`src/dppg_pkg.sv`:
```
// constants for the doze clock divider and peripheral power gate block
// assumes a single system clock and a simple strobe register port
// ============================================================
// Behaviour
// during doze the system and peripheral clocks stay full rate; only core slows
// core slow clock is an enable aligned to the full-rate clock domain
// writing cpu_slow_enable (bit 11) to one starts doze
// cpu_clock_ratio bits 14:12 pick eight ratios 1:1 to 1:128, default 1:1
// ratio codes 0..7 give core divisors 1,2,4,...,128
// restore_on_irq (bit 15) set returns core to full speed on interrupt
// restore_on_irq resets to zero; while zero interrupts leave doze alone
// interrupt in doze with restore_on_irq set clears cpu_slow_enable
// communication and clock modules have module_on at bit 15; clock keeps running
// timers use timer_run and converter uses converter_on the same way
// ports, change notification and capture have no module_on bit
// every peripheral but ports has a module_power_cut bit; one disables it
// power-cut peripheral loses all clocks and register access
// module_on cleared still allows configuration writes and buffer preload
// reads of a power-cut peripheral return zero and writes are dropped
// halt_when_idle (bit 13) stops the peripheral during idle mode
// modules without module_on still have halt_when_idle
// real-time clock has no halt_when_idle and runs through idle
// after deep sleep only the two retained scratch registers keep contents
// deep sleep wake source is recorded in wake_cause and reset_cause
// reset_cause reset value depends on the type of reset
// software enables wake interrupt sources before sleeping
package dppg_pkg;
  // ============================================================
  // register addresses (word index)
  localparam logic [3:0] ADDR_RESET_CAUSE = 4'h0;
  localparam logic [3:0] ADDR_CLOCK_DIVIDE_CONTROL      = 4'h1;
  localparam logic [3:0] ADDR_POWER_CUT   = 4'h2;
  localparam logic [3:0] ADDR_DS_CONTROL  = 4'h3;
  localparam logic [3:0] ADDR_WAKE_CAUSE  = 4'h4;
  localparam logic [3:0] ADDR_SCRATCH0    = 4'h5;
  localparam logic [3:0] ADDR_SCRATCH1    = 4'h6;
  localparam logic [3:0] ADDR_PERIPH_BASE = 4'h8; // 8..15 peripheral control windows
  // ============================================================
  // field layout
  localparam int CLOCK_DIVIDE_CONTROL_ROI_BIT   = 15;
  localparam int CLOCK_DIVIDE_CONTROL_RATIO_HI  = 14;
  localparam int CLOCK_DIVIDE_CONTROL_RATIO_LO  = 12;
  localparam int CLOCK_DIVIDE_CONTROL_CPU_SLOW_ENABLE_BIT = 11;
  localparam int CLOCK_DIVIDE_CONTROL_RC_HI     = 10;
  localparam int CLOCK_DIVIDE_CONTROL_RC_LO     = 8;
  localparam int CTRL_ON_BIT      = 15;
  localparam int CTRL_IDLE_BIT    = 13;
  localparam int DEEP_SLEEP_CONTROL_EN_BIT     = 15;
  localparam int DEEP_SLEEP_CONTROL_REL_BIT    = 0;
  // ============================================================
  // reset values and masks
  localparam logic [15:0] CLOCK_DIVIDE_CONTROL_RESET  = 16'h0300;
  localparam logic [15:0] CLOCK_DIVIDE_CONTROL_MASK   = 16'hFF00;
  localparam logic [15:0] PMD_RESET     = 16'h0000;
  localparam logic [15:0] RESET_CAUSE_MASK     = 16'hE5FF;
  localparam logic [15:0] RESET_CAUSE_POR_VAL  = 16'h0003;
  localparam logic [15:0] RESET_CAUSE_EXT_VAL  = 16'h0080;
  localparam logic [15:0] RESET_CAUSE_DS_FLAG  = 16'h0400;
  localparam logic [15:0] DEEP_SLEEP_CONTROL_MASK    = 16'h8003;
  localparam logic [15:0] WAKE_MASK     = 16'h019D;
  localparam logic [15:0] ZERO16        = 16'h0000;
  localparam logic [7:0]  DIV_MAX       = 8'h7F;
  // ============================================================
  // peripheral kinds
  typedef enum logic [3:0] {
    DPPG_K_COMM  = 4'b0001,  // serial or parallel link, has module_on
    DPPG_K_TIMER = 4'b0010,  // has timer_run / converter_on
    DPPG_K_RTC   = 4'b0100,  // module_on, never halts in idle
    DPPG_K_AUX   = 4'b1000   // capture / change notify: no module_on
  } dppg_kind_t;
  // reset kinds
  typedef enum logic [2:0] {
    DPPG_RST_POR  = 3'b001,
    DPPG_RST_EXT  = 3'b010,
    DPPG_RST_DSW  = 3'b100
  } dppg_rst_t;
endpackage : dppg_pkg

```
`src/dppg_power_gate.sv`:
```
// doze divider, peripheral power cut and idle gating, low-power registers
// assumes synchronous inputs and a strobe register port with one-cycle read data
//
// The placing of the registers and the strobed register port were left to the implementer.
module dppg_power_gate
  import dppg_pkg::*;
#(
  parameter int NPER = 8,
  parameter logic [4*NPER-1:0] KINDS = {4'h8, 4'h8, 4'h4, 4'h2, 4'h2, 4'h1, 4'h1, 4'h1}
) (
  // clock and reset
  input  wire logic            clk_sys,
  input  wire logic            resetn,
  // reset kind seen at release, wake sources
  input  wire logic [2:0]      reset_kind,
  input  wire logic            ds_wake_valid,
  input  wire logic [15:0]     ds_wake_bits,
  // core state
  input  wire logic            irq_event,
  input  wire logic            idle_mode,
  // register port
  input  wire logic [3:0]      reg_addr,
  input  wire logic [15:0]     reg_wdata,
  input  wire logic            reg_write,
  input  wire logic            reg_read,
  output logic      [15:0]     reg_rdata,
  // clock gating and deep sleep outputs
  output logic                 core_clk_en,
  output logic                 periph_clk_en,
  output logic      [NPER-1:0] periph_clk_on,
  output logic      [NPER-1:0] periph_run,
  output logic                 ds_enter
);
  logic [15:0]      clock_divide_control;
  logic [15:0]      power_cut;
  logic [15:0]      reset_cause;
  logic [15:0]      ds_control;
  logic [15:0]      wake_cause;
  logic [15:0]      scratch0;
  logic [15:0]      scratch1;
  logic [15:0]      pctrl [NPER];
  logic [7:0]       div_cnt;
  logic [7:0]       div_lim;
  logic             caught;
  logic             slow_on;
  logic             periph_hit;
  logic [2:0]       pidx;

  assign slow_on = clock_divide_control[CLOCK_DIVIDE_CONTROL_CPU_SLOW_ENABLE_BIT];
  // decode of the peripheral window
  assign periph_hit = reg_addr[3];
  assign pidx       = reg_addr[2:0];

  // ============================================================
  // doze divider
  // core enable is a pulse on the full-rate clock, so both domains share edges
  assign div_lim = slow_on ? ((8'h01 << clock_divide_control[CLOCK_DIVIDE_CONTROL_RATIO_HI:CLOCK_DIVIDE_CONTROL_RATIO_LO]) - 8'h01)
                           : 8'h00;
  always_ff @(posedge clk_sys or negedge resetn) begin
    if (!resetn) begin
      div_cnt <= 8'h00;
    end else if (div_cnt >= div_lim) begin
      div_cnt <= 8'h00;
    end else begin
      div_cnt <= div_cnt + 8'h01;
    end
  end
  assign core_clk_en   = (div_cnt >= div_lim);
  assign periph_clk_en = 1'b1;

  // ============================================================
  // clock divider control register
  always_ff @(posedge clk_sys or negedge resetn) begin
    if (!resetn) begin
      clock_divide_control <= CLOCK_DIVIDE_CONTROL_RESET;
    end else begin
      if (reg_write && reg_addr == ADDR_CLOCK_DIVIDE_CONTROL) begin
        clock_divide_control <= reg_wdata & CLOCK_DIVIDE_CONTROL_MASK;
      end
      // hardware clear beats a same-cycle software write
      if (irq_event && clock_divide_control[CLOCK_DIVIDE_CONTROL_ROI_BIT] && slow_on) begin
        clock_divide_control[CLOCK_DIVIDE_CONTROL_CPU_SLOW_ENABLE_BIT] <= 1'b0;
      end
    end
  end

  // ============================================================
  // power cut bank
  always_ff @(posedge clk_sys or negedge resetn) begin
    if (!resetn) begin
      power_cut <= PMD_RESET;
    end else if (reg_write && reg_addr == ADDR_POWER_CUT) begin
      power_cut <= reg_wdata;
    end
  end

  // ============================================================
  // peripheral control windows: one generate slice per peripheral
  for (genvar i = 0; i < NPER; i++) begin : g_per
    localparam logic [3:0] KIND = KINDS[4*i +: 4];
    logic cut;
    logic has_on;
    logic has_idle;
    assign has_on   = (KIND != DPPG_K_AUX);
    assign has_idle = (KIND != DPPG_K_RTC);
    assign cut      = power_cut[i];
    always_ff @(posedge clk_sys or negedge resetn) begin
      if (!resetn) begin
        pctrl[i] <= ZERO16;
      end else if (cut) begin
        pctrl[i] <= ZERO16;
      end else if (reg_write && periph_hit && pidx == 3'(i)) begin
        // writes land even while module_on is clear
        pctrl[i] <= reg_wdata;
      end
    end
    assign periph_clk_on[i] = !cut;
    assign periph_run[i] = !cut
        && (!has_on || pctrl[i][CTRL_ON_BIT])
        && !(has_idle && idle_mode && pctrl[i][CTRL_IDLE_BIT]);
  end

  // ============================================================
  // reset cause: value chosen by reset kind after release
  always_ff @(posedge clk_sys or negedge resetn) begin
    if (!resetn) begin
      caught <= 1'b0;
      reset_cause <= ZERO16;
    end else if (!caught) begin
      caught <= 1'b1;
      case (reset_kind)
        DPPG_RST_POR: reset_cause <= RESET_CAUSE_POR_VAL;
        DPPG_RST_EXT: reset_cause <= RESET_CAUSE_EXT_VAL;
        DPPG_RST_DSW: reset_cause <= RESET_CAUSE_DS_FLAG;
        default:      reset_cause <= ZERO16;
      endcase
    end else if (reg_write && reg_addr == ADDR_RESET_CAUSE) begin
      reset_cause <= reg_wdata & RESET_CAUSE_MASK;
    end
  end

  // ============================================================
  // wake cause: hardware set wins over software clear
  always_ff @(posedge clk_sys or negedge resetn) begin
    if (!resetn) begin
      wake_cause <= ZERO16;
    end else begin
      if (ds_wake_valid) begin
        wake_cause <= (wake_cause | ds_wake_bits) & WAKE_MASK;
      end else if (reg_write && reg_addr == ADDR_WAKE_CAUSE) begin
        wake_cause <= reg_wdata & WAKE_MASK;
      end
    end
  end

  // ============================================================
  // deep sleep control, enable self-clears on wake
  always_ff @(posedge clk_sys or negedge resetn) begin
    if (!resetn) begin
      ds_control <= ZERO16;
    end else if (ds_wake_valid) begin
      ds_control <= (ds_control & ~(16'h0001 << DEEP_SLEEP_CONTROL_EN_BIT)) | (16'h0001 << DEEP_SLEEP_CONTROL_REL_BIT);
    end else if (reg_write && reg_addr == ADDR_DS_CONTROL) begin
      ds_control <= reg_wdata & DEEP_SLEEP_CONTROL_MASK;
    end
  end
  assign ds_enter = ds_control[DEEP_SLEEP_CONTROL_EN_BIT];

  // ============================================================
  // retained scratch: no reset, so contents survive the deep sleep reset
  always_ff @(posedge clk_sys) begin
    if (reg_write && reg_addr == ADDR_SCRATCH0) begin
      scratch0 <= reg_wdata;
    end
    if (reg_write && reg_addr == ADDR_SCRATCH1) begin
      scratch1 <= reg_wdata;
    end
  end

  // ============================================================
  // read data, one cycle after the strobe
  always_ff @(posedge clk_sys or negedge resetn) begin
    if (!resetn) begin
      reg_rdata <= ZERO16;
    end else if (reg_read) begin
      if (periph_hit) begin
        reg_rdata <= power_cut[pidx] ? ZERO16 : pctrl[pidx];
      end else begin
        case (reg_addr)
          ADDR_RESET_CAUSE: reg_rdata <= reset_cause;
          ADDR_CLOCK_DIVIDE_CONTROL:      reg_rdata <= clock_divide_control;
          ADDR_POWER_CUT:   reg_rdata <= power_cut;
          ADDR_DS_CONTROL:  reg_rdata <= ds_control;
          ADDR_WAKE_CAUSE:  reg_rdata <= wake_cause;
          ADDR_SCRATCH0:    reg_rdata <= scratch0;
          ADDR_SCRATCH1:    reg_rdata <= scratch1;
          default:          reg_rdata <= ZERO16;
        endcase
      end
    end else begin
      reg_rdata <= ZERO16;
    end
  end
endmodule // dppg_power_gate

```
`config.mk`:
```
export PLATFORM = sky130hd
export DESIGN_NAME = dppg_power_gate
export DESIGN_NICKNAME = d
export VERILOG_FILES = /design/src/dppg_pkg.sv /design/src/dppg_power_gate.sv
export SDC_FILE = /design/constraint.sdc
export NUM_CORES = 1
export LEC_CHECK = 0
export BUFFER_PORTS_ARGS = -buffer_cell sky130_fd_sc_hd__buf_2
export CAP_MARGIN = 30
export CORE_UTILIZATION = 30
export CTS_CLUSTER_DIAMETER = 80
export DETAILED_ROUTE_END_ITERATION = 10
export PLACE_DENSITY_LB_ADDON = 0.05
export SKIP_LAST_GASP = 1
export SYNTH_ARGS = -nofsm -noshare
export SYNTH_HDL_FRONTEND = slang
export SYNTH_SLANG_ARGS = --single-unit
export TNS_END_PERCENT = 5
```
`constraint.sdc`:
```
create_clock -name clk_sys -period 4.98 [get_ports clk_sys]
set_input_delay 0.996 -clock clk_sys [delete_from_list [all_inputs] [get_ports clk_sys]]
set_output_delay 0.996 -clock clk_sys [all_outputs]
set_load 0.05 [all_outputs]
```
# After elaboration in Yosys (flattened, before gate mapping)
# Index checks and enable logic that the tools add are counted.
dict set report classes {
  shift 1
  magnitude_cmp 3
  n_eq_ne 17
  n_reduce_logical 67
  n_bitwise 3
  mux 36
  add_sub_neg 2
}
# op count
set op_table {}
lappend op_table {{2-to-1 mux 16 bit} 27}
lappend op_table {{one-hot mux 16 bit (7 select lines)} 1}
lappend op_table {{binary-select mux 16 bit (select 3 bit)} 1}
lappend op_table {{logical AND 1 bit} 38}
lappend op_table {{one-hot mux 11 bit (3 select lines)} 1}
lappend op_table {{nonzero test 2 bit} 11}
lappend op_table {{2-to-1 mux 8 bit} 2}
lappend op_table {{== test 3 bit (second input constant)} 5}
lappend op_table {{zero test 1 bit} 15}
lappend op_table {{== test 4 x 3 -> 1 bit (second input constant)} 3}
lappend op_table {{2-to-1 mux 12 bit} 1}
lappend op_table {{== test 3 x 2 -> 1 bit (second input constant)} 3}
lappend op_table {{OR 9 bit} 1}
lappend op_table {{adder 8 x 1 -> 8 bit (second input constant)} 1}
lappend op_table {{== test 4 x 2 -> 1 bit (second input constant)} 2}
lappend op_table {{>= comparator 8 bit} 1}
lappend op_table {{<< shifter 1 x 3 -> 8 bit (first input constant)} 1}
lappend op_table {{subtractor 8 x 1 -> 8 bit (second input constant)} 1}
lappend op_table {{== test 3 x 1 -> 1 bit (second input constant)} 2}
lappend op_table {{< comparator 3 x 5 -> 1 bit (second input constant)} 1}
lappend op_table {{== test 4 x 1 -> 1 bit (second input constant)} 1}
lappend op_table {{>= comparator 4 bit (second input constant)} 1}
lappend op_table {{zero test 4 bit} 1}
lappend op_table {{inverter 3 -> 4 bit} 1}
lappend op_table {{6 further kinds} 7}
dict set report word_totals {
  in_bits 46
  ff_bits 244
  word_cells 149
}

# Logic depth before layout (Yosys ltp)
# Gate-level depths: netlist (run 1).
dict set report logic_depth {
  ltp_word 7
  depth_mapped 14
  depth_no_buf 11
}

# Worst setup path after synthesis (run 1)
# Ideal clock, no wire load.
dict set report synth_timing {
  path_kind {flip-flop to output port}
  from {reg clock_divide_control[14]}
  to {out core_clk_en}
  path_slack_ns 1.242
  required_time_ns 3.984
  stages_incl_launch_ff 13
  t_arrival_ns 2.742
  path_buffers 3
  path_cell_list {dfrtp_1 > clkbuf_1 > or3_1 > ha_1 > clkbuf_1 > nor2_1 > mux2i_1 > o21ai_0 > nand2_1 > ha_1 > o2111a_1 > buf_1 > a21o_1}
}
dict set report synth_between {
  elab_chain_len 4
}
# element line_no
set synth_lines {}
lappend synth_lines {{from (decl)} dppg_power_gate.sv:34} ;# logic [15:0] clock_divide_control;
lappend synth_lines {{from (signal assigned)} dppg_power_gate.sv:78} ;# clock_divide_control <= reg_wdata & CLOCK_DIVIDE_CONTROL_MASK;
lappend synth_lines {{<< shifter 1 x 3 -> 8 bit} dppg_power_gate.sv:57} ;# assign div_lim = slow_on ? ((8'h01 << clock_divide_control[CLOCK_DIVIDE_CONTROL_RATIO_HI:CLOCK_DIVIDE_CONTROL_ ...
lappend synth_lines {{subtractor 8 x 1 -> 8 bit} dppg_power_gate.sv:57}
lappend synth_lines {{2-to-1 mux 8 bit} dppg_power_gate.sv:57}
lappend synth_lines {{>= comparator 8 bit} dppg_power_gate.sv:68} ;# assign core_clk_en = (div_cnt >= div_lim);
lappend synth_lines {{to (decl)} dppg_power_gate.sv:28} ;# output logic core_clk_en,
# Every way passes these cells.

# Worst setup path in the final report (run 1)
# Ends and elaborated chain as after synthesis.

==> run_results.csv, run 1 <==
group,metric,value,unit
place,dp_hpwl,22890,um
floorplanning,initial_utilization,30.69,%
sta,period_minus_slack,4350,ps
sta,worstMarginPinSlew,939.5,ps
global_routing,top_usage_layer,"met1",
route,wl,36690,um
logic_synthesis,synth-async-reset-ratio,86.15,%
floorplanning,core-area,34710,um^2
run_status,status,"finished, final reports clean",
clock_network,cts_setup_buffers,0,
cells_and_area,drive_gt1_share,21.83,%
global_routing,grt_overflow_total,0,
cells_and_area,area_growth,16.55,%
power,peakVddDrop,247.3,uV
floorplanning,die_h,190.5,um
flow_run,drv_cap,0,
cells_and_area,num-nets-final,1019,
floorplanning,rows,68,
logic_synthesis,ys_top_cells_by_area,"dfrtp_1 (46%), edfxtp_1 (9.0%), mux4_2 (7.4%)",
cells_and_area,fillers,3467,
setup_path,end_kind,"output pin",
sta,final.setup.tns,0,ps
floorplanning,ios,81,
global_routing,grt.met1_usage,31.59,%
logic_synthesis,ys_seq_area_share,55.78,%
global_routing,grt_pass1_wl,54430,um
clock_network,clockBufferDepth,3,
global_routing,grt_pass1_vias,7609,
route,drt_iter0_drc,453,
setup_path,cp.arrival,3350,ps
route,ant_nets,0,
logic_synthesis,synthCells,908,
logic_synthesis,yosys.area.top_type,"dfrtp_1",
clock_network,cts_hold_buf,0,
power,powerDensity,418.4,nW/um^2
logic_synthesis,synth_edf_count,32,
cells_and_area,final_area,12420,um^2
clock_network,numClockSinks,231,
worst_hold_path,min_path_type,"reg2reg",
logic_synthesis,synth-main-ff-cell,"dfrtp_1",
sta,hold_slack,476.8,ps
setup_path,cp.required,3980,ps
sta,finalSetupViolCount,0,
power,p_leak,0.005366,uW
clock_network,cts_resized,0,
global_routing,grt_max_degree,100,
global_routing,grtUsageMet2,30.99,%
route,wl_per_cell,25.48,um
global_routing,use_met3,2.558,%
logic_synthesis,syn_avg_cell_area,11.73,um^2
sta,clock.fmax,229.9,MHz
setup_path,worst-setup-path-type,"reg2out",
route,first_pass_iters,5,
global_routing,groute.usage.overall,20.63,%
place,place_congestion,0.7407,
cells_and_area,postLayoutCoreUtil,35.77,%
clock_network,clock-root-buffer,"clkbuf_16",
route,vias,7624,
route,drc,0,
power,power,5196,uW
clock_network,htree_levels,1,
cells_and_area,insertedDiodeCount,0,
place,numPortBuffers,69,
floorplanning,die-area,36280,um^2
sta,rsz0062_at_grt,"no",
place,placed_area,11490,um^2
sta,finalMaxSlewViolations,0,
logic_synthesis,ys_warn_count,0,
sta,finalHoldViolCount,0,
sta,maxSlewHeadroom,37.21,%
clock_network,cts_tree,"built",
setup_path,crit_fanout,10,
route,viasPerCell,5.294,
setup_path,crit_path_start_kind,"register",
logic_synthesis,syn_area,10660,um^2
clock_network,clk_pin_slew,60,ps
floorplanning,die_w,190.5,um
logic_synthesis,synth.top_cell.area_share,46.27,%
clock_network,numCtsBuffers,29,
sta,fin_worst_skew,11.41,ps
sta,fin_crit_sh,87.36,%
logic_synthesis,ys_ff_latch,231,
clock_network,worstSkewPairLatency,550,ps
logic_synthesis,synth_cell_types,60,
global_routing,antenna_found_initial,0,
-- cell families after synthesis --
kind of cell    after synthesis  share of synthesized area [%]
flops                       231                          55.78
mux                          89                          12.79
buf+inv                      94                          4.051
other cells                   1                        0.03519
xor+xnor                      8                         0.6576
fa+ha+maj                    10                          1.174
simple gates                240                          10.06
compound gates              235                          15.45
-- worst max-delay path, stage by stage (launching register included) --
cell and delay, ps:
dfrtp_1 490, or3_1 420, ha_1 300, xor2_1 180, nand2_1 70, ha_1 280, nand2_1 50, o21ai_1 550
a21o_1 210, buf_2 260
-- Yosys cell counts, drive strengths merged, types with 12 or more instances --
cell type and n:
nor2 26, mux2i 27, a21oi 91, a22o 76
inv 15, and3 12, mux4 35, o22ai 13
nand2 161, buf 43, nand3 12, clkbuf 36
edfxtp 32, mux2 27, dfrtp 197
-- stage by stage --
step | std cells | worst slack [ps]
finish | 1440 | 629.7
global placement | 1386 | 1166
floorplan | 910 | 1242
CTS | 1440 | 582.8
detailed placement | 1387 | 1193
global route | 1440 | 410.0
-- routing by layer --
metal	part of all wire, %	vias up	routed length (um)
li1	-	3430	-
met1	50	3947	18370
met2	44	208	16170
met3	4.4	39	1618
met4	1.5	0	535
met5	0	-	0
-- worst paths after layout --
kind,startpoint,endpoint,cells after the start,slack [ps]
max in group asynchronous,resetn,clock_divide_control[8],2,3560
max reg2reg,clock_divide_control[14],div_cnt[7],10,2280
min in group asynchronous,resetn,div_cnt[6],1,570
max,clock_divide_control[14],core_clk_en,9,630
min reg2reg,reset_cause[0],reset_cause[0],2,480
min,reset_cause[0],reset_cause[0],2,480
-- report_power, final --
group          internal [uW]  switching (uW)
Sequential              2060             130
Clock                   1220             858
Combinational            291             632
Total                   3580            1620
-- area by class of cell --
type	instances	area, um^2	area share (%)
Clock buffer	33	740.7	5.965
Clock inverter	20	188.9	1.521
Inverter	15	56.30	0.4534
Multi-Input combinational cell	585	4294	34.58
Sequential cell	231	5943	47.86
Tap cell	455	569.3	4.584
Timing Repair Buffer	101	625.6	5.038
-- sequential cells by signal, indices dropped and copies added, names as in the netlist --
| signal | count |
|---|---|
| power_cut | 16 |
| reset_cause | 13 |
| wake_cause | 6 |
| pctrl | 128 |
| scratch0 | 16 |
| div_cnt | 8 |
| scratch1 | 16 |
| clock_divide_control | 8 |
| ds_control | 3 |
| caught | 1 |
| reg_rdata | 16 |
-- placed cells by master (no fill, tap or decap), types with 13 or more instances in the layout --
cell type	instances
dfrtp_1	197
nand2_1	159
a21oi_1	90
a22o_1	76
buf_2	67
mux4_2	35
edfxtp_1	32
buf_4	30
clkbuf_16	29
mux2i_1	27
nor2_1	22
mux2_2	16
inv_1	14
o22ai_1	13
Power figures use the tool's default switching activity.
==> run 2: changes to the inputs <==
--- a/config.mk
+++ b/config.mk
@@ -8,6 +8,7 @@
 export BUFFER_PORTS_ARGS = -buffer_cell sky130_fd_sc_hd__buf_2
 export CAP_MARGIN = 30
 export CORE_UTILIZATION = 30
+export CTS_BUF_LIST = sky130_fd_sc_hd__clkbuf_16
 export CTS_CLUSTER_DIAMETER = 80
 export DETAILED_ROUTE_END_ITERATION = 10
 export PLACE_DENSITY_LB_ADDON = 0.05
==> run_results.csv, run 2 (same netlist as run 1, synthesis figures left out) <==
group,metric,value,unit
global_routing,groute.usage.overall,20.63,%
route,wl,36700,um
floorplanning,die-area,36280,um^2
setup_path,worst-setup-path-type,"reg2out",
run_status,status,"finished, final reports clean",
sta,fin_crit_sh,87.35,%
power,net-switching-power,1623,uW
clock_network,cts_tree,"built",
power,p_clk_share,40.0,%
cells_and_area,largest_register_ffs,128,
clock_network,htree_levels,1,
place,dp_hpwl,22890,um
place,place_congestion,0.7407,
clock_network,clk_pin_slew,60,ps
setup_path,end_kind,"output pin",
clock_network,numCtsBuffers,29,
power,powerDensity,418.0,nW/um^2
clock_network,clockBufferDepth,3,
route,ant_nets,0,
place,placed_cells,1387,
global_routing,antenna_found_initial,0,
setup_path,critPathTopFamily,"compound AO/OA/AOI/OAI gates",
route,first_pass_iters,5,
sta,finalHoldViolCount,0,
place,numPortBuffers,69,
setup_path,crit_fanout,10,
setup_path,cp.arrival,3350,ps
worst_hold_path,min_path_type,"reg2reg",
cells_and_area,layout_common_cells,"dfrtp_1 (197), nand2_1 (159), a21oi_1 (90)",
place,preCtsSetupSlack,1193,ps
floorplanning,die_h,190.5,um
setup_path,crit_path_start_kind,"register",
clock_network,cts_resized,0,
sta,final.setup.tns,0,ps
setup_path,crit_slowest_cell,"o21ai_1",
cells_and_area,largest_register,"pctrl",
sta,fin_ws,630.0,ps
cells_and_area,postLayoutCoreUtil,35.77,%
floorplanning,initial_utilization,30.69,%
cells_and_area,final_common_cell,"dfrtp_1",
route,drt_iter0_drc,452,
sta,rsz0062_at_grt,"no",
setup_path,crit_chain,"or3_1 -> ha_1 -> xor2_1 -> nand2_1 -> ha_1 -> nand2_1 -> o21ai_1 -> a21o_1 -> buf_2",
floorplanning,rows,68,
setup_path,cp.required,3980,ps
sta,period_minus_slack,4350,ps
flow_run,drv_cap,0,
floorplanning,die_w,190.5,um
sta,worstMarginPinSlew,941.4,ps
power,cellInternalPower,3568,uW
floorplanning,ios,81,
route,drc,0,
clock_network,worstSkewPairLatency,550,ps
clock_network,clock-root-buffer,"clkbuf_16",
clock_network,cts_hold_buf,0,
route,viasPerCell,5.284,
sta,maxSlewHeadroom,37.09,%
sta,fin_worst_skew,11.41,ps
sta,clock.fmax,229.9,MHz
sta,finalMaxSlewViolations,0,
cells_and_area,layoutNonFillerInstCount,1440,
cells_and_area,area_growth,16.55,%
power,comb_power_share,17.8,%
cells_and_area,insertedDiodeCount,0,
global_routing,grt_overflow_total,0,
global_routing,grt_max_degree,100,
power,p_leak,0.005383,uW
clock_network,numClockSinks,231,
sta,finalSetupViolCount,0,
setup_path,cp_slowest_stage_delay,550,ps
setup_path,critPathBufInv,1,
power,p_sw_share,31.27,%
cells_and_area,fillers,3467,
power,peakVddDrop,247.3,uV
power,seqPwrFrac,42.2,%
clock_network,cts_setup_buffers,0,
global_routing,grt_pass1_wl,54430,um
sta,hold_slack,477.9,ps
cells_and_area,drive_gt1_share,21.83,%
route,wl_per_cell,25.48,um
route,vias,7609,
cells_and_area,num-nets-final,1019,
global_routing,grt_pass1_vias,7609,
floorplanning,core-area,34710,um^2
[run 2: changes by cell type in the layout (fill, tap and decap cells not counted), sizes merged]
cell    delta
clkbuf     -4
inv        +4
[run 2: layout make-up]
class | count | area [um^2] | area share [%]
Tap cell | 455 | 569.3 | 4.584
Inverter | 15 | 56.30 | 0.4534
Timing Repair Buffer | 101 | 625.6 | 5.038
Sequential cell | 231 | 5943 | 47.86
Multi-Input combinational cell | 585 | 4294 | 34.58
Clock inverter | 24 | 203.9 | 1.642
Clock buffer | 29 | 725.7 | 5.844
[run 2: path summary, 6_finish.rpt]
path                                                from                 endpoint  slack [ps]  cells after the start
worst max-delay path            clock_divide_control[14]              core_clk_en         630                      9
worst min-delay path                      reset_cause[0]           reset_cause[0]         480                      2
worst max register to register  clock_divide_control[14]               div_cnt[7]        2280                     10
worst min register to register            reset_cause[0]           reset_cause[0]         480                      2
max in group asynchronous                         resetn  clock_divide_control[8]        3560                      2
min in group asynchronous                         resetn               div_cnt[6]         570                      1
[run 2: through the flow]
stage / instance area [um^2] / total power (uW)
floorplan: 10660 / 2787
global placement: 11480 / 3157
detailed placement: 11490 / 3156
CTS: 12420 / 5256
global route: 12420 / 5421
finish: 12420 / 5191
[run 2: worst min-delay path: cells and delay by family, from the launching register on]
family / cells / cell delay (ps)
and+or+nand+nor: 1 / 40
AOI/OAI and AO/OA: 1 / 60
DFF: 1 / 340
[run 2: metal layers]
layer | routed length, um | vias to the layer above | part of all wire (%) | track usage (%)
met5 | 0 | - | 0 | 0
met4 | 534 | 0 | 1.5 | 4.185
met3 | 1721 | 39 | 4.7 | 2.558
met2 | 16160 | 208 | 44 | 30.99
met1 | 18280 | 3935 | 50 | 31.59
li1 | - | 3427 | - | -
[run 2: power groups by stage]
stage                     registers (uW)  logic (uW)  clock network, uW
after CTS                           2190         935               2130
after global routing                2210        1000               2200
final                               2190         924               2080
after global placement              2230         930                  0
after floorplan                     2190         601                  0
after detailed placement            2230         931                  0
==> run 3: changes to the inputs <==
--- a/config.mk
+++ b/config.mk
@@ -5,6 +5,7 @@
 export SDC_FILE = /design/constraint.sdc
 export NUM_CORES = 1
 export LEC_CHECK = 0
+export ABC_AREA = 1
 export BUFFER_PORTS_ARGS = -buffer_cell sky130_fd_sc_hd__buf_2
 export CAP_MARGIN = 30
 export CORE_UTILIZATION = 30
==> constraint.sdc (replaced) <==
create_clock -name clk_sys -period 5.46 [get_ports clk_sys]
set_input_delay 1.092 -clock clk_sys [delete_from_list [all_inputs] [get_ports clk_sys]]
set_output_delay 1.092 -clock clk_sys [all_outputs]
set_load 0.05 [all_outputs]
==> run_results.csv, run 3 <==
group,metric,value,unit
logic_synthesis,ys_top_cells_by_area,"dfrtp_1 (45%), nand2_1 (16%), edfxtp_1 (8.8%)",
power,powerDensity,369.5,nW/um^2
place,place_congestion,0.8288,
clock_network,htree_levels,1,
cells_and_area,final_area,12600,um^2
place,numPortBuffers,69,
global_routing,grt_pass1_vias,9272,
setup_path,cp_slowest_stage_delay,410,ps
power,p_leak,0.005944,uW
logic_synthesis,synth_compound_area_share,11.37,%
worst_hold_path,min_path_type,"reg2reg",
clock_network,clockBufferDepth,3,
setup_path,crit_slowest_cell,"dfrtp_1",
cells_and_area,postLayoutCoreUtil,35.25,%
clock_network,cts_setup_buffers,0,
route,wl,39170,um
sta,fin_crit_sh,79.58,%
setup_path,worst-r2r-cell-count,13,
logic_synthesis,synth_cell_types,42,
cells_and_area,layout_common_cells,"nand2_1 (477), dfrtp_1 (197), o21ai_0 (165)",
sta,clock.fmax,230.2,MHz
logic_synthesis,synth_common_cells,"nand2_1 (477), dfrtp_1 (197), o21ai_0 (165)",
sta,finalHoldViolCount,0,
setup_path,crit_fanout,9,
setup_path,crit_chain,"inv_1 -> nand2_1 -> ha_1 -> a21boi_0 -> inv_1 -> o21bai_1 -> nand3_1 -> ha_1 -> inv_1 -> nor3_1 -> nand4_1 -> nand4_1 -> buf_2",
floorplanning,initial_utilization,30.70,%
floorplanning,ios,81,
run_status,status,"complete, but fails checks",
logic_synthesis,synthAdderAreaFrac,1.140,%
logic_synthesis,syn_area,10970,um^2
logic_synthesis,synth.top_cell.area_share,44.93,%
logic_synthesis,ys_warn_count,0,
place,placed_area,11730,um^2
cells_and_area,drive_gt1_share,11.21,%
logic_synthesis,synthMuxAreaShare,0,%
sta,finalMaxSlewViolations,0,
clock_network,clock-root-buffer,"clkbuf_16",
setup_path,timing.critical_path.mode_cell,"inv_1",
logic_synthesis,synth-async-reset-ratio,86.15,%
clock_network,numClockSinks,231,
sta,fin_worst_skew,22.66,ps
global_routing,grt_max_degree,103,
floorplanning,core-area,35740,um^2
cells_and_area,final_common_cell,"nand2_1",
route,wl_per_cell,20.94,um
logic_synthesis,synth.most_common_cell,"nand2_1",
global_routing,grt_overflow_total,0,
power,power,4655,uW
logic_synthesis,yosys.area_share.simple,27.37,%
route,viasPerCell,5.057,
setup_path,end_kind,"output pin",
route,vias,9462,
clock_network,clk_pin_slew,60,ps
sta,period_minus_slack,4345,ps
power,peakVddDrop,229.5,uV
run_status,violations,"DRC",
sta,rsz0062_at_grt,"no",
setup_path,cp.arrival,3250,ps
global_routing,groute.usage.overall,21.22,%
clock_network,cts_hold_buf,0,
place,dp_hpwl,25010,um
cells_and_area,area_growth,14.82,%
cells_and_area,fillers,3879,
route,ant_nets,0,
clock_network,worstSkewPairLatency,570,ps
setup_path,worst-setup-path-type,"reg2out",
floorplanning,die_w,193.2,um
route,first_pass_iters,10,
logic_synthesis,synthCells,1336,
sta,maxSlewHeadroom,40.60,%
global_routing,antenna_found_initial,0,
floorplanning,rows,69,
logic_synthesis,yosys.area.top_type,"dfrtp_1",
logic_synthesis,synthXorXnorAreaFrac,0.3991,%
flow_run,drv_cap,0,
setup_path,crit_path_start_kind,"register",
cells_and_area,largest_register,"pctrl",
logic_synthesis,ys_seq_area_share,54.17,%
setup_path,cp.required,4370,ps
clock_network,cts_tree,"built",
logic_synthesis,synth-main-ff-cell,"dfrtp_1",
cells_and_area,insertedDiodeCount,0,
clock_network,cts_resized,0,
route,drt_iter0_drc,758,
worst_hold_path,whs_path_depth,1,
floorplanning,die-area,37340,um^2
logic_synthesis,ys_ff_latch,231,
global_routing,grt_pass1_wl,59840,um
cells_and_area,num-nets-final,1443,
floorplanning,die_h,193.2,um
logic_synthesis,synth_top_family_by_area,"simple AND/OR/NAND/NOR gates",
cells_and_area,largest_register_ffs,128,
logic_synthesis,synth_edf_count,32,
logic_synthesis,syn_avg_cell_area,8.212,um^2
route,drc,2,
sta,finalSetupViolCount,0,
sta,final.setup.tns,0,ps
sta,worstMarginPinSlew,890.1,ps
clock_network,numCtsBuffers,29,
==> run 3: changes by cell type after synthesis, sizes merged, moves of 11 or more <==
cell / before / now
mux2: 27 / 0
mux4: 35 / 0
o21ai: 8 / 176
a211oi: 11 / 0
and3: 12 / 0
mux2i: 27 / 0
buf: 43 / 32
a21oi: 91 / 39
nand3: 12 / 166
inv: 15 / 65
nand2: 161 / 480
nor2: 26 / 48
a22o: 76 / 0
==> run 3: worst paths after layout <==
path                                     startpoint           end  slack, ps
max reg2reg                clock_divide_control[14]    div_cnt[0]       2900
min reg2reg                              div_cnt[0]    div_cnt[0]        470
min in group asynchronous                    resetn     pctrl[77]        550
min                                      div_cnt[0]    div_cnt[0]        470
max                        clock_divide_control[14]   core_clk_en       1120
max in group asynchronous                    resetn  power_cut[2]       3840
==> run 3: metrics by stage <==
step / hold WS, ps / setup slack [ps] / instances
finish: 465.4 / 1115 / 1871
global route: 493.4 / 745.3 / 1871
CTS: 468.1 / 1059 / 1871
detailed placement: 461.0 / 1660 / 1817
global placement: 454.0 / 1660 / 1817
floorplan: 432.2 / 2043 / 1338
==> run 3: routing by layer <==
| layer | vias up | global-route usage [%] | routed length [um] |
|---|---|---|---|
| met5 | - | 0 | 0 |
| met4 | 0 | 6.430 | 1180 |
| met3 | 63 | 3.138 | 1989 |
| met2 | 239 | 33.88 | 17970 |
| met1 | 4638 | 29.70 | 18030 |
| li1 | 4522 | - | - |
==> run 3: report_power, final <==
group | internal [uW] | leakage, uW | switching (uW)
Sequential | 1910 | 0.00293 | 114
Combinational | 235 | 0.00255 | 620
Clock | 1010 | 0.000463 | 773
Total | 3150 | 0.00594 | 1510
==> run 3: cells by family (layout without fill, tap and decap cells) <==
| logic type | after synthesis | after routing |
|---|---|---|
| simple gates | 712 | 712 |
| compound gates | 237 | 237 |
| flops | 231 | 231 |
| buf+inv | 140 | 212 |
| fa+ha+maj | 10 | 10 |
| xor+xnor | 5 | 5 |
| other cells | 1 | 3 |
==> run 3: critical path, delay by kind of cell (launching register included) <==
family | cells | cell delay, ps
buffers and inverters | 4 | 620
DFF | 1 | 410
adders and majority gates | 2 | 480
and+or+nand+nor | 5 | 870
AOI/OAI and AO/OA | 2 | 310
==> run 3: cell type report <==
| cell class | instances | area [um^2] | share of cell area (%) |
|---|---|---|---|
| Clock buffer | 29 | 725.7 | 5.760 |
| Clock inverter | 25 | 143.9 | 1.142 |
| Inverter | 72 | 272.8 | 2.165 |
| Multi-Input combinational cell | 967 | 4441 | 35.25 |
| Sequential cell | 231 | 5943 | 47.17 |
| Tap cell | 461 | 576.8 | 4.578 |
| Timing Repair Buffer | 86 | 495.5 | 3.933 |
